File: config.mk
export PLATFORM = sky130hd
export DESIGN_NAME = sas_adc_sequencer
export DESIGN_NICKNAME = d
export VERILOG_FILES = /design/src/hdl/sas_pkg.sv /design/src/hdl/sas_adc_sequencer.sv
export SDC_FILE = /design/constraint.sdc
export NUM_CORES = 1
export LEC_CHECK = 0
export BUFFER_PORTS_ARGS = -buffer_cell sky130_fd_sc_hd__buf_2
export CAP_MARGIN = 30
export CORE_MARGIN = 2
export CORE_UTILIZATION = 55
export DETAILED_ROUTE_END_ITERATION = 12
export MAX_ROUTING_LAYER = met4
export PLACE_DENSITY = 0.83
export SYNTH_ARGS = -nofsm -noshare
export SYNTH_HDL_FRONTEND = slang
export SYNTH_SLANG_ARGS = --single-unit
File: constraint.sdc
create_clock -name clk -period 3.75 [get_ports clk]
set_clock_uncertainty 0.15 [all_clocks]
set_input_delay 0.375 -clock clk [delete_from_list [all_inputs] [get_ports clk]]
set_output_delay 0.375 -clock clk [all_outputs]
set_load 0.03 [all_outputs]
File: src/hdl/sas_pkg.sv
// Purpose: constants shared by the converter sequencer
// Assumes: byte offsets on a 32-bit classic wishbone bus
// Notes:   register index times four gives the byte address
package sas_pkg;
  localparam logic [7:0] IDX_RESULT   = 8'h3A;
  localparam logic [7:0] IDX_CTRL     = 8'h3B;
  localparam int         BIT_DONE     = 7;
  localparam int         BIT_RC       = 6;
  localparam int         BIT_PWR      = 5;
  localparam int         CH_MSB       = 3;
  localparam int         CONV_CYCLES  = 32;
  localparam int         SAMPLE_CYC   = 12;
  localparam logic [7:0] CODE_FULL    = 8'hFF;
  localparam logic [7:0] CODE_ZERO    = 8'h00;
  localparam logic [7:0] CODE_MID     = 8'h80;
  localparam logic [3:0] CH_REFH      = 4'hC;
  localparam logic [3:0] CH_MIDREF    = 4'hD;
  localparam logic [3:0] CH_REFL      = 4'hE;
  localparam logic [3:0] CH_TEST      = 4'hF;
  localparam int         CPU_DIV      = 125;
  localparam int         RC_DIV       = 167;
  typedef enum logic [1:0] {
    SAS_IDLE   = 2'b00,
    SAS_SAMPLE = 2'b01,
    SAS_RESOLV = 2'b11
  } sas_state_e;
endpackage : sas_pkg

File: src/hdl/sas_adc_sequencer.sv
// Purpose: control logic of an 8-bit successive approximation converter
// Assumes: comparator answers on cmp_high for the dac code on dac_code
// Notes:   registers on classic wishbone; one clk domain, ticks are enables
`timescale 1ns/100ps
module sas_adc_sequencer #(
  parameter int CPU_DIV = sas_pkg::CPU_DIV,
  parameter int RC_DIV  = sas_pkg::RC_DIV
) (
  // clock and reset
  input  wire logic        clk,
  input  wire logic        rst_n,
  // wishbone slave
  input  wire logic        wb_cyc_i,
  input  wire logic        wb_stb_i,
  input  wire logic        wb_we_i,
  input  wire logic [9:0]  wb_adr_i,
  input  wire logic [3:0]  wb_sel_i,
  input  wire logic [31:0] wb_dat_i,
  output logic      [31:0] wb_dat_o,
  output logic             wb_ack_o,
  // processor modes
  input  wire logic        wait_mode,
  input  wire logic        stop_mode,
  // analog side
  input  wire logic        cmp_high,
  output logic      [7:0]  dac_code,
  output logic      [3:0]  mux_sel,
  output logic             sample_en,
  output logic             analog_power,
  output logic             rc_osc_en,
  // port pins
  input  wire logic [7:0]  port_pins,
  output logic      [7:0]  port_read
);
  logic [7:0]          ctrl_reg;
  logic                done_reg;
  logic [7:0]          result_reg;
  logic [7:0]          sar_reg;
  logic [4:0]          cyc_reg;
  logic [2:0]          bit_reg;
  logic [7:0]          div_reg;
  logic                tick;
  logic                cmp_s1_reg, cmp_s2_reg;
  logic                stop_s1_reg, stop_s2_reg;
  logic [7:0]          pin_s1_reg, pin_s2_reg;
  sas_pkg::sas_state_e state_reg;
  logic                req, wr_ctrl, rd_result, finish;
  logic                result_load;
  logic [3:0]          chan;
  logic                pwr, rc;

  assign chan = ctrl_reg[sas_pkg::CH_MSB:0];
  assign pwr  = ctrl_reg[sas_pkg::BIT_PWR];
  assign rc   = ctrl_reg[sas_pkg::BIT_RC];
  assign req  = wb_cyc_i && wb_stb_i && !wb_ack_o;
  assign wr_ctrl   = req && wb_we_i && wb_sel_i[0]
                     && (wb_adr_i == {sas_pkg::IDX_CTRL, 2'b00});
  assign rd_result = req && !wb_we_i && (wb_adr_i == {sas_pkg::IDX_RESULT, 2'b00});

  // synchronisers: pins and comparator are asynchronous
  always_ff @(posedge clk or negedge rst_n) begin
    if (!rst_n) begin
      cmp_s1_reg  <= 1'b0;
      cmp_s2_reg  <= 1'b0;
      stop_s1_reg <= 1'b0;
      stop_s2_reg <= 1'b0;
      pin_s1_reg  <= 8'h00;
      pin_s2_reg  <= 8'h00;
    end else begin
      cmp_s1_reg  <= cmp_high;
      cmp_s2_reg  <= cmp_s1_reg;
      stop_s1_reg <= stop_mode;
      stop_s2_reg <= stop_s1_reg;
      pin_s1_reg  <= port_pins;
      pin_s2_reg  <= pin_s1_reg;
    end
  end

  // conversion clock as an enable; rc tick is modelled by its own divide
  always_ff @(posedge clk or negedge rst_n) begin
    if (!rst_n) begin
      div_reg <= 8'h00;
      tick    <= 1'b0;
    end else if (!pwr || stop_s2_reg || wr_ctrl) begin
      div_reg <= 8'h00;
      tick    <= 1'b0;
    end else if (div_reg == (rc ? 8'(RC_DIV - 1) : 8'(CPU_DIV - 1))) begin
      div_reg <= 8'h00;
      tick    <= 1'b1;
    end else begin
      div_reg <= div_reg + 8'h01;
      tick    <= 1'b0;
    end
  end

  // wait mode is not looked at: conversion carries on regardless
  assign finish = tick && (state_reg == sas_pkg::SAS_RESOLV)
                  && (cyc_reg == 5'(sas_pkg::CONV_CYCLES - 1));
  // a finishing result is dropped when a write restarts in the same cycle
  assign result_load = finish && pwr && !stop_s2_reg && !wr_ctrl;

  // control register
  always_ff @(posedge clk or negedge rst_n) begin
    if (!rst_n) begin
      ctrl_reg <= 8'h00;
    end else if (wr_ctrl) begin
      ctrl_reg <= {1'b0, wb_dat_i[6:5], 1'b0, wb_dat_i[3:0]};
    end
  end

  // sequencer: sample, then one decision per bit
  always_ff @(posedge clk or negedge rst_n) begin
    if (!rst_n) begin
      state_reg <= sas_pkg::SAS_IDLE;
      cyc_reg   <= 5'h00;
      bit_reg   <= 3'h7;
      sar_reg   <= 8'h00;
    end else if (!pwr || stop_s2_reg) begin
      state_reg <= sas_pkg::SAS_IDLE;
    end else if (wr_ctrl) begin
      state_reg <= sas_pkg::SAS_SAMPLE;
      cyc_reg   <= 5'h00;
      bit_reg   <= 3'h7;
      sar_reg   <= sas_pkg::CODE_MID;
    end else if (tick) begin
      case (state_reg)
        sas_pkg::SAS_IDLE: begin
          state_reg <= sas_pkg::SAS_SAMPLE;
          cyc_reg   <= 5'h00;
          sar_reg   <= sas_pkg::CODE_MID;
          bit_reg   <= 3'h7;
        end
        sas_pkg::SAS_SAMPLE: begin
          cyc_reg <= cyc_reg + 5'h01;
          if (cyc_reg == 5'(sas_pkg::SAMPLE_CYC - 1))
            state_reg <= sas_pkg::SAS_RESOLV;
        end
        sas_pkg::SAS_RESOLV: begin
          if (finish) begin
            state_reg <= sas_pkg::SAS_SAMPLE;
            cyc_reg   <= 5'h00;
            sar_reg   <= sas_pkg::CODE_MID;
            bit_reg   <= 3'h7;
          end else begin
            cyc_reg <= cyc_reg + 5'h01;
            // decide one bit every other tick, settling time for the dac
            if (cyc_reg[0] && (cyc_reg < 5'(sas_pkg::SAMPLE_CYC + 16))) begin
              sar_reg[bit_reg] <= cmp_s2_reg;
              if (bit_reg != 3'h0) begin
                sar_reg[bit_reg - 3'h1] <= 1'b1;
                bit_reg <= bit_reg - 3'h1;
              end
            end
          end
        end
        default: state_reg <= sas_pkg::SAS_IDLE;
      endcase
    end
  end

  // result and flag; result loads in bus clock domain only
  always_ff @(posedge clk or negedge rst_n) begin
    if (!rst_n) begin
      result_reg <= 8'h00;
    end else if (finish && pwr && !stop_s2_reg && !wr_ctrl) begin
      result_reg <= (chan == sas_pkg::CH_TEST) ? sas_pkg::CODE_ZERO : sar_reg;
    end
  end

  // set wins over the read-clear
  always_ff @(posedge clk or negedge rst_n) begin
    if (!rst_n) begin
      done_reg <= 1'b0;
    end else if (finish && pwr && !stop_s2_reg && !wr_ctrl) begin
      done_reg <= 1'b1;
    end else if (wr_ctrl || rd_result) begin
      done_reg <= 1'b0;
    end
  end

  // bus answer, one cycle after the request
  always_ff @(posedge clk or negedge rst_n) begin
    if (!rst_n) begin
      wb_ack_o <= 1'b0;
      wb_dat_o <= 32'h0000_0000;
    end else begin
      wb_ack_o <= req;
      wb_dat_o <= 32'h0000_0000;
      if (req && !wb_we_i) begin
        if (wb_adr_i == {sas_pkg::IDX_RESULT, 2'b00})
          wb_dat_o <= {24'h00_0000, result_reg};
        else if (wb_adr_i == {sas_pkg::IDX_CTRL, 2'b00})
          wb_dat_o <= {24'h00_0000, done_reg, ctrl_reg[6:0]};
      end
    end
  end

  // analog outputs and pin masking
  always_ff @(posedge clk or negedge rst_n) begin
    if (!rst_n) begin
      dac_code     <= 8'h00;
      mux_sel      <= 4'h0;
      sample_en    <= 1'b0;
      analog_power <= 1'b0;
      rc_osc_en    <= 1'b0;
      port_read    <= 8'h00;
    end else begin
      dac_code     <= sar_reg;
      mux_sel      <= chan;
      sample_en    <= pwr && (state_reg == sas_pkg::SAS_SAMPLE);
      analog_power <= pwr && !stop_s2_reg;
      rc_osc_en    <= pwr && rc && !stop_s2_reg;
      port_read    <= pin_s2_reg;
      if (pwr && !chan[3])
        port_read[chan[2:0]] <= 1'b0;
    end
  end

  // checks: flag and result
  a_flag_sets: assert property (@(posedge clk) disable iff (!rst_n)
    result_load |=> done_reg)
    else $error("flag not set after finish");
  a_write_clears: assert property (@(posedge clk) disable iff (!rst_n)
    (wr_ctrl && !finish) |=> !done_reg)
    else $error("control write left flag set");
  a_read_clears: assert property (@(posedge clk) disable iff (!rst_n)
    (rd_result && !finish) |=> !done_reg)
    else $error("result read left flag set");
  a_done_hold: assert property (@(posedge clk) disable iff (!rst_n)
    (!finish && !wr_ctrl && !rd_result) |=> $stable(done_reg))
    else $error("flag moved with no cause");
  a_test_zero: assert property (@(posedge clk) disable iff (!rst_n)
    (result_load && chan == sas_pkg::CH_TEST) |=> result_reg == sas_pkg::CODE_ZERO)
    else $error("test channel not zero");
  a_result_load: assert property (@(posedge clk) disable iff (!rst_n)
    (result_load && chan != sas_pkg::CH_TEST) |=> result_reg == $past(sar_reg))
    else $error("result not loaded");
  a_result_hold: assert property (@(posedge clk) disable iff (!rst_n)
    !result_load |=> $stable(result_reg))
    else $error("result changed without a finish");
  a_read_data: assert property (@(posedge clk) disable iff (!rst_n)
    (req && !wb_we_i && wb_adr_i == {sas_pkg::IDX_RESULT, 2'b00})
    |=> wb_dat_o == {24'h00_0000, $past(result_reg)})
    else $error("result read data wrong");

  // checks: control register and bus
  a_ctrl_layout: assert property (@(posedge clk) disable iff (!rst_n)
    wr_ctrl |=> ctrl_reg == {1'b0, $past(wb_dat_i[6:5]), 1'b0, $past(wb_dat_i[3:0])})
    else $error("control write layout wrong");
  a_ctrl_spare: assert property (@(posedge clk) disable iff (!rst_n)
    !ctrl_reg[sas_pkg::BIT_DONE] && !ctrl_reg[sas_pkg::CH_MSB + 1])
    else $error("spare control bit set");
  a_ctrl_read: assert property (@(posedge clk) disable iff (!rst_n)
    (req && !wb_we_i && wb_adr_i == {sas_pkg::IDX_CTRL, 2'b00})
    |=> wb_dat_o == {24'h00_0000, $past(done_reg), $past(ctrl_reg[6:0])})
    else $error("control read data wrong");
  a_unmapped_read: assert property (@(posedge clk) disable iff (!rst_n)
    (req && !wb_we_i && wb_adr_i != {sas_pkg::IDX_CTRL, 2'b00}
     && wb_adr_i != {sas_pkg::IDX_RESULT, 2'b00}) |=> wb_dat_o == 32'h0000_0000)
    else $error("unmapped read not zero");
  a_ack_pulse: assert property (@(posedge clk) disable iff (!rst_n)
    wb_ack_o |=> !wb_ack_o)
    else $error("ack held two cycles");
  a_ack_answer: assert property (@(posedge clk) disable iff (!rst_n)
    req |=> wb_ack_o)
    else $error("request not acknowledged");
  a_ack_cause: assert property (@(posedge clk) disable iff (!rst_n)
    wb_ack_o |-> $past(req))
    else $error("ack without request");
  a_ack_idle: assert property (@(posedge clk) disable iff (!rst_n)
    !wb_cyc_i |=> !wb_ack_o)
    else $error("ack outside a cycle");
  a_dat_quiet: assert property (@(posedge clk) disable iff (!rst_n)
    !wb_ack_o |-> wb_dat_o == 32'h0000_0000)
    else $error("read data outside ack");

  // checks: sequencer
  a_restart: assert property (@(posedge clk) disable iff (!rst_n)
    (wr_ctrl && pwr && !stop_s2_reg) |=> state_reg == sas_pkg::SAS_SAMPLE
    && cyc_reg == 5'h00 && sar_reg == sas_pkg::CODE_MID)
    else $error("control write did not restart");
  a_sample_len: assert property (@(posedge clk) disable iff (!rst_n)
    (tick && pwr && !stop_s2_reg && !wr_ctrl && state_reg == sas_pkg::SAS_SAMPLE
     && cyc_reg == 5'(sas_pkg::SAMPLE_CYC - 1)) |=> state_reg == sas_pkg::SAS_RESOLV)
    else $error("sample phase length wrong");
  a_sample_range: assert property (@(posedge clk) disable iff (!rst_n)
    state_reg == sas_pkg::SAS_SAMPLE |-> cyc_reg < 5'(sas_pkg::SAMPLE_CYC))
    else $error("sample count out of range");
  a_resolve_range: assert property (@(posedge clk) disable iff (!rst_n)
    state_reg == sas_pkg::SAS_RESOLV |-> cyc_reg >= 5'(sas_pkg::SAMPLE_CYC))
    else $error("resolve count out of range");
  a_sample_code: assert property (@(posedge clk) disable iff (!rst_n)
    state_reg == sas_pkg::SAS_SAMPLE |-> sar_reg == sas_pkg::CODE_MID && bit_reg == 3'h7)
    else $error("trial code not reset for sample");
  a_bits_used: assert property (@(posedge clk) disable iff (!rst_n)
    (state_reg == sas_pkg::SAS_RESOLV && cyc_reg >= 5'(sas_pkg::SAMPLE_CYC + 16))
    |-> bit_reg == 3'h0)
    else $error("bits left undecided");
  a_finish_loop: assert property (@(posedge clk) disable iff (!rst_n)
    result_load |=> state_reg == sas_pkg::SAS_SAMPLE && cyc_reg == 5'h00)
    else $error("conversion did not repeat");
  a_dac_follow: assert property (@(posedge clk) disable iff (!rst_n)
    1'b1 |=> dac_code == $past(sar_reg))
    else $error("dac code lags trial code");

  // checks: conversion clock
  a_tick_pulse: assert property (@(posedge clk) disable iff (!rst_n)
    tick |=> !tick)
    else $error("tick wider than one cycle");
  a_tick_phase: assert property (@(posedge clk) disable iff (!rst_n)
    tick |-> div_reg == 8'h00)
    else $error("tick off divider wrap");
  a_cpu_div: assert property (@(posedge clk) disable iff (!rst_n)
    !rc |-> div_reg < 8'(CPU_DIV))
    else $error("cpu divider overran");
  a_rc_div: assert property (@(posedge clk) disable iff (!rst_n)
    rc |-> div_reg < 8'(RC_DIV))
    else $error("rc divider overran");
  a_off_quiet: assert property (@(posedge clk) disable iff (!rst_n)
    !pwr |=> !tick && div_reg == 8'h00)
    else $error("divider runs while off");

  // checks: power, stop and pins
  a_power_off: assert property (@(posedge clk) disable iff (!rst_n)
    !pwr |=> state_reg == sas_pkg::SAS_IDLE && !rc_osc_en)
    else $error("converter runs while off");
  a_power_pin: assert property (@(posedge clk) disable iff (!rst_n)
    (pwr && !stop_s2_reg) |=> analog_power)
    else $error("analog power missing");
  a_rc_enable: assert property (@(posedge clk) disable iff (!rst_n)
    (pwr && rc && !stop_s2_reg) |=> rc_osc_en)
    else $error("rc oscillator not enabled");
  a_stop_abort: assert property (@(posedge clk) disable iff (!rst_n)
    stop_s2_reg |=> state_reg == sas_pkg::SAS_IDLE)
    else $error("stop did not abort");
  a_stop_quiet: assert property (@(posedge clk) disable iff (!rst_n)
    stop_s2_reg |=> !tick && !analog_power && !rc_osc_en)
    else $error("converter powered in stop");
  a_sample_out: assert property (@(posedge clk) disable iff (!rst_n)
    (pwr && state_reg == sas_pkg::SAS_SAMPLE) |=> sample_en)
    else $error("sample enable missing");
  a_mux_follow: assert property (@(posedge clk) disable iff (!rst_n)
    1'b1 |=> mux_sel == $past(chan))
    else $error("mux select not channel field");
  a_pin_mask: assert property (@(posedge clk) disable iff (!rst_n)
    (pwr && !chan[3] && !wr_ctrl) |=> port_read[$past(chan[2:0])] == 1'b0)
    else $error("selected pin not masked");
  a_pins_free: assert property (@(posedge clk) disable iff (!rst_n)
    (!pwr || chan[3]) |=> port_read == $past(pin_s2_reg))
    else $error("pins masked while free");
endmodule : sas_adc_sequencer

==> summary.md <==
| Metric | Value |
|---|---|
| Status | finished, violations left |
| Number of routed nets with antenna violations | 0 |
| Synth warn | 0 |
| First-pass GRT wire length | 12600 um |
| Row cnt | 31 |
| Top cell type's share of synthesized area | 56.8% |
| Worst path bufs/invs | 0 |
| TritonCTS Buffers | 9 |
| Nets@finish | 493 |
| Top sig layer | met4 |
| Setup CP Type | register to register |
| Final WL | roughly 8000 um |
| CTS Sinks | 94 |
| Area leader, netlist | dfrtp_1 |
| CP peak stage delay | 440 ps |
| CTS root buf | clkbuf_8 |
| Leakage power | 0.00224 uW |
| GPL Wtd Cong | 0.892 |
| Initial DRT Pass Iterations | 6 |
| Critical Path Start Type | register |
| Die X | 89.4 um |
| I/O Buffers | 63 |
| Post-CTS Setup Bufs | 0 |
| Setup TNS | 0 ps |
| Fillers | roughly 550 |
| Yosys reg bits | 94 |
| Crit path max-delay family | compound AO/OA/AOI/OAI gates |
| Failing checks | negative hold slack |
| DRC Markers | 0 |
| Routed wl met3 | 387 um |
| Max cap viols | 0 |
| Die height | 89.4 um |
| Tot Pwr | 1850 uW |
| WHS | -34.9 ps |
| Pwr dens | approximately 400 nW/um2 |
| Most common cell after layout, fill and taps aside | dfrtp_1 |
| Slew margin rel. | 42.5% |
| Most frequent cell on the critical path | ha_1 |
| Final period utilization | 69.6% |
| Register area share after synthesis | 58.8% |
| Final Hold Viols | 55 |
| Initial antenna violation count | 0 |
| VDD IR max | between 0.00015 and 0.0002 V |
| Reg area | 2360 um2 |
| Top FF cell, synth | dfrtp_1 |
| Core Area | 7140 um2 |
| DP Area | 4310 um2 |
| Share of cells above drive strength 1 | 24.1% |
| Number of global-route vias before repair | 2666 |
| I/O Pins | 118 |
| Vias per cell | 5.36 |
| Most frequent cells in the layout | dfrtp_1, buf_2, nand2_1 |
| H-tree depth | 3 |
| Worst Path Required | 3850 ps |
| Post-synth EDFFs | 0 |
| CP Capture Type | register |
| Drt wl/cell | 14.8 um |
| Clock Latency Late Sink | 360 ps |
| RSZ-0062 raised after global routing | no |
| FFs w/ async S/R, synth | 100% |
| Fin. max-slew vios | 0 |
| Clock slew at reported path FFs | 100 ps |
| Detailed placement HPWL | about 5200 um |
| CTS Hold Buffers Added | 10 |
| Slew @ Worst Pin | between 800 and 900 ps |
| CTS Buffer Depth | 2 |
| Yosys cell types | 59 |
| TritonCTS clock tree | built |
| Fin area | 4620 um2 |
| Synth Instances | between 300 and 400 |
| Post-synthesis cell area | 4010 um2 |
| Via count | ~2.8k |
| Met1 WL | 3440 um |
| Max Fanout on Critical Path | 10 |
| Achievable Freq | 383 MHz |
| Initial core utilization | 56.2% |
| Main area contributors after synthesis | dfrtp_1, buf_4, nand2_1 |
| Gr usage total | 21.4% |
| Post_cts resized | 0 |
| Final setup violation count | 0 |
| Initial drt markers | 193 |
| Largest net degree at the start of global routing | 75 |
| Tmin final | 2610 ps |
| Area of the die | 7990 um2 |
| Syn Area/Cell | roughly 11 um2 |
| Hold WC Path Type | input port to asynchronous set/reset pin |
| Met2 wire length | slightly below 4000 um |
| Slowest library cell on the worst path | dfrtp_1 |
| Antenna Diode Count | 0 |
| Area growth from synthesis to layout | 15.3% |
| Cell Chain, Critical Path | ha_1 -> and3_2 -> ha_1 -> o311a_4 -> a21oi_4 -> mux2_2 |
| Grt total ovfl | 0 |
| Critical path arrival | 2710 ps |
| Multi-input gate area | between 1000 and 1500 um2 |
report_power, final:
group | internal (uW) | switching (uW)
clock | 338 | 371
combinational | 28.8 | 74.1
sequential | 1030 | 6.03
cells by family after synthesis:
kind of cell / share of synthesized area, %
and+or+nand+nor: 14.3
DFF: 58.8
AOI/OAI and AO/OA: 12.1
buffers and inverters: 6.90
muxes: 4.74
xor gates and xnor gates: 1.53
adders and majority gates: 1.56
other: 0.0935
metal layers:
layer  vias up  GRT usage (%)
met5         -              -
met4         0           10.9
met2       114           33.7
met1      1367           27.7
li1       1341              -
met3        18           2.31
final cells by class:
class | instances | share of cell area [%]
inverters | 11 | 0.893
repair buffers | 74 | 9.20
multi-input cells | 236 | 31.6
clock inverters | 6 | 1.62
well taps | 99 | 2.68
clock buffers | 10 | 2.98
flip-flops and latches | 94 | 51.0
cell usage after synthesis, drive strengths merged, types with 4 or more instances:
cell    instances
ha              5
inv            10
dfrtp          91
a31oi           5
nand2b          6
xor2            4
mux2i          10
clkbuf          6
buf            30
nor2           27
mux2            8
nand3          11
a21oi          11
o21ai          21
nor3            6
nand4           5
nand2          36
o31a            6
path summary, 6_finish.rpt:
kind                                  to  slack, ps     startpoint  depth (start not counted)
max                           sar_reg[2]       1140     cyc_reg[0]                          6
min                         port_read[6]        -30          rst_n                          1
max reg2reg                   sar_reg[2]       1140     cyc_reg[0]                          6
min reg2reg                pin_s2_reg[0]        210  pin_s1_reg[0]                          0
max in group asynchronous     bit_reg[0]       2630          rst_n                          2
min in group clk             ctrl_reg[1]         80    wb_dat_i[1]                          3
per-stage QoR:
stage / cells / worst slack, ps / utilization (%)
CTS: 530 / 1140 / 64.8
floorplan: 377 / 1380 / -
global route: 530 / 1050 / 64.8
detailed placement: 504 / 1160 / 60.4
finish: 530 / 1140 / 64.8
global placement: 504 / 1210 / 60.4
worst reg2reg max path: cells and delay by family, from the launching register on:
kind	cells	cell delay, ps
compound gates	2	760
fa+ha+maj	2	540
flops	1	440
mux	1	380
simple gates	1	230
(Power assumes the default switching activity.)
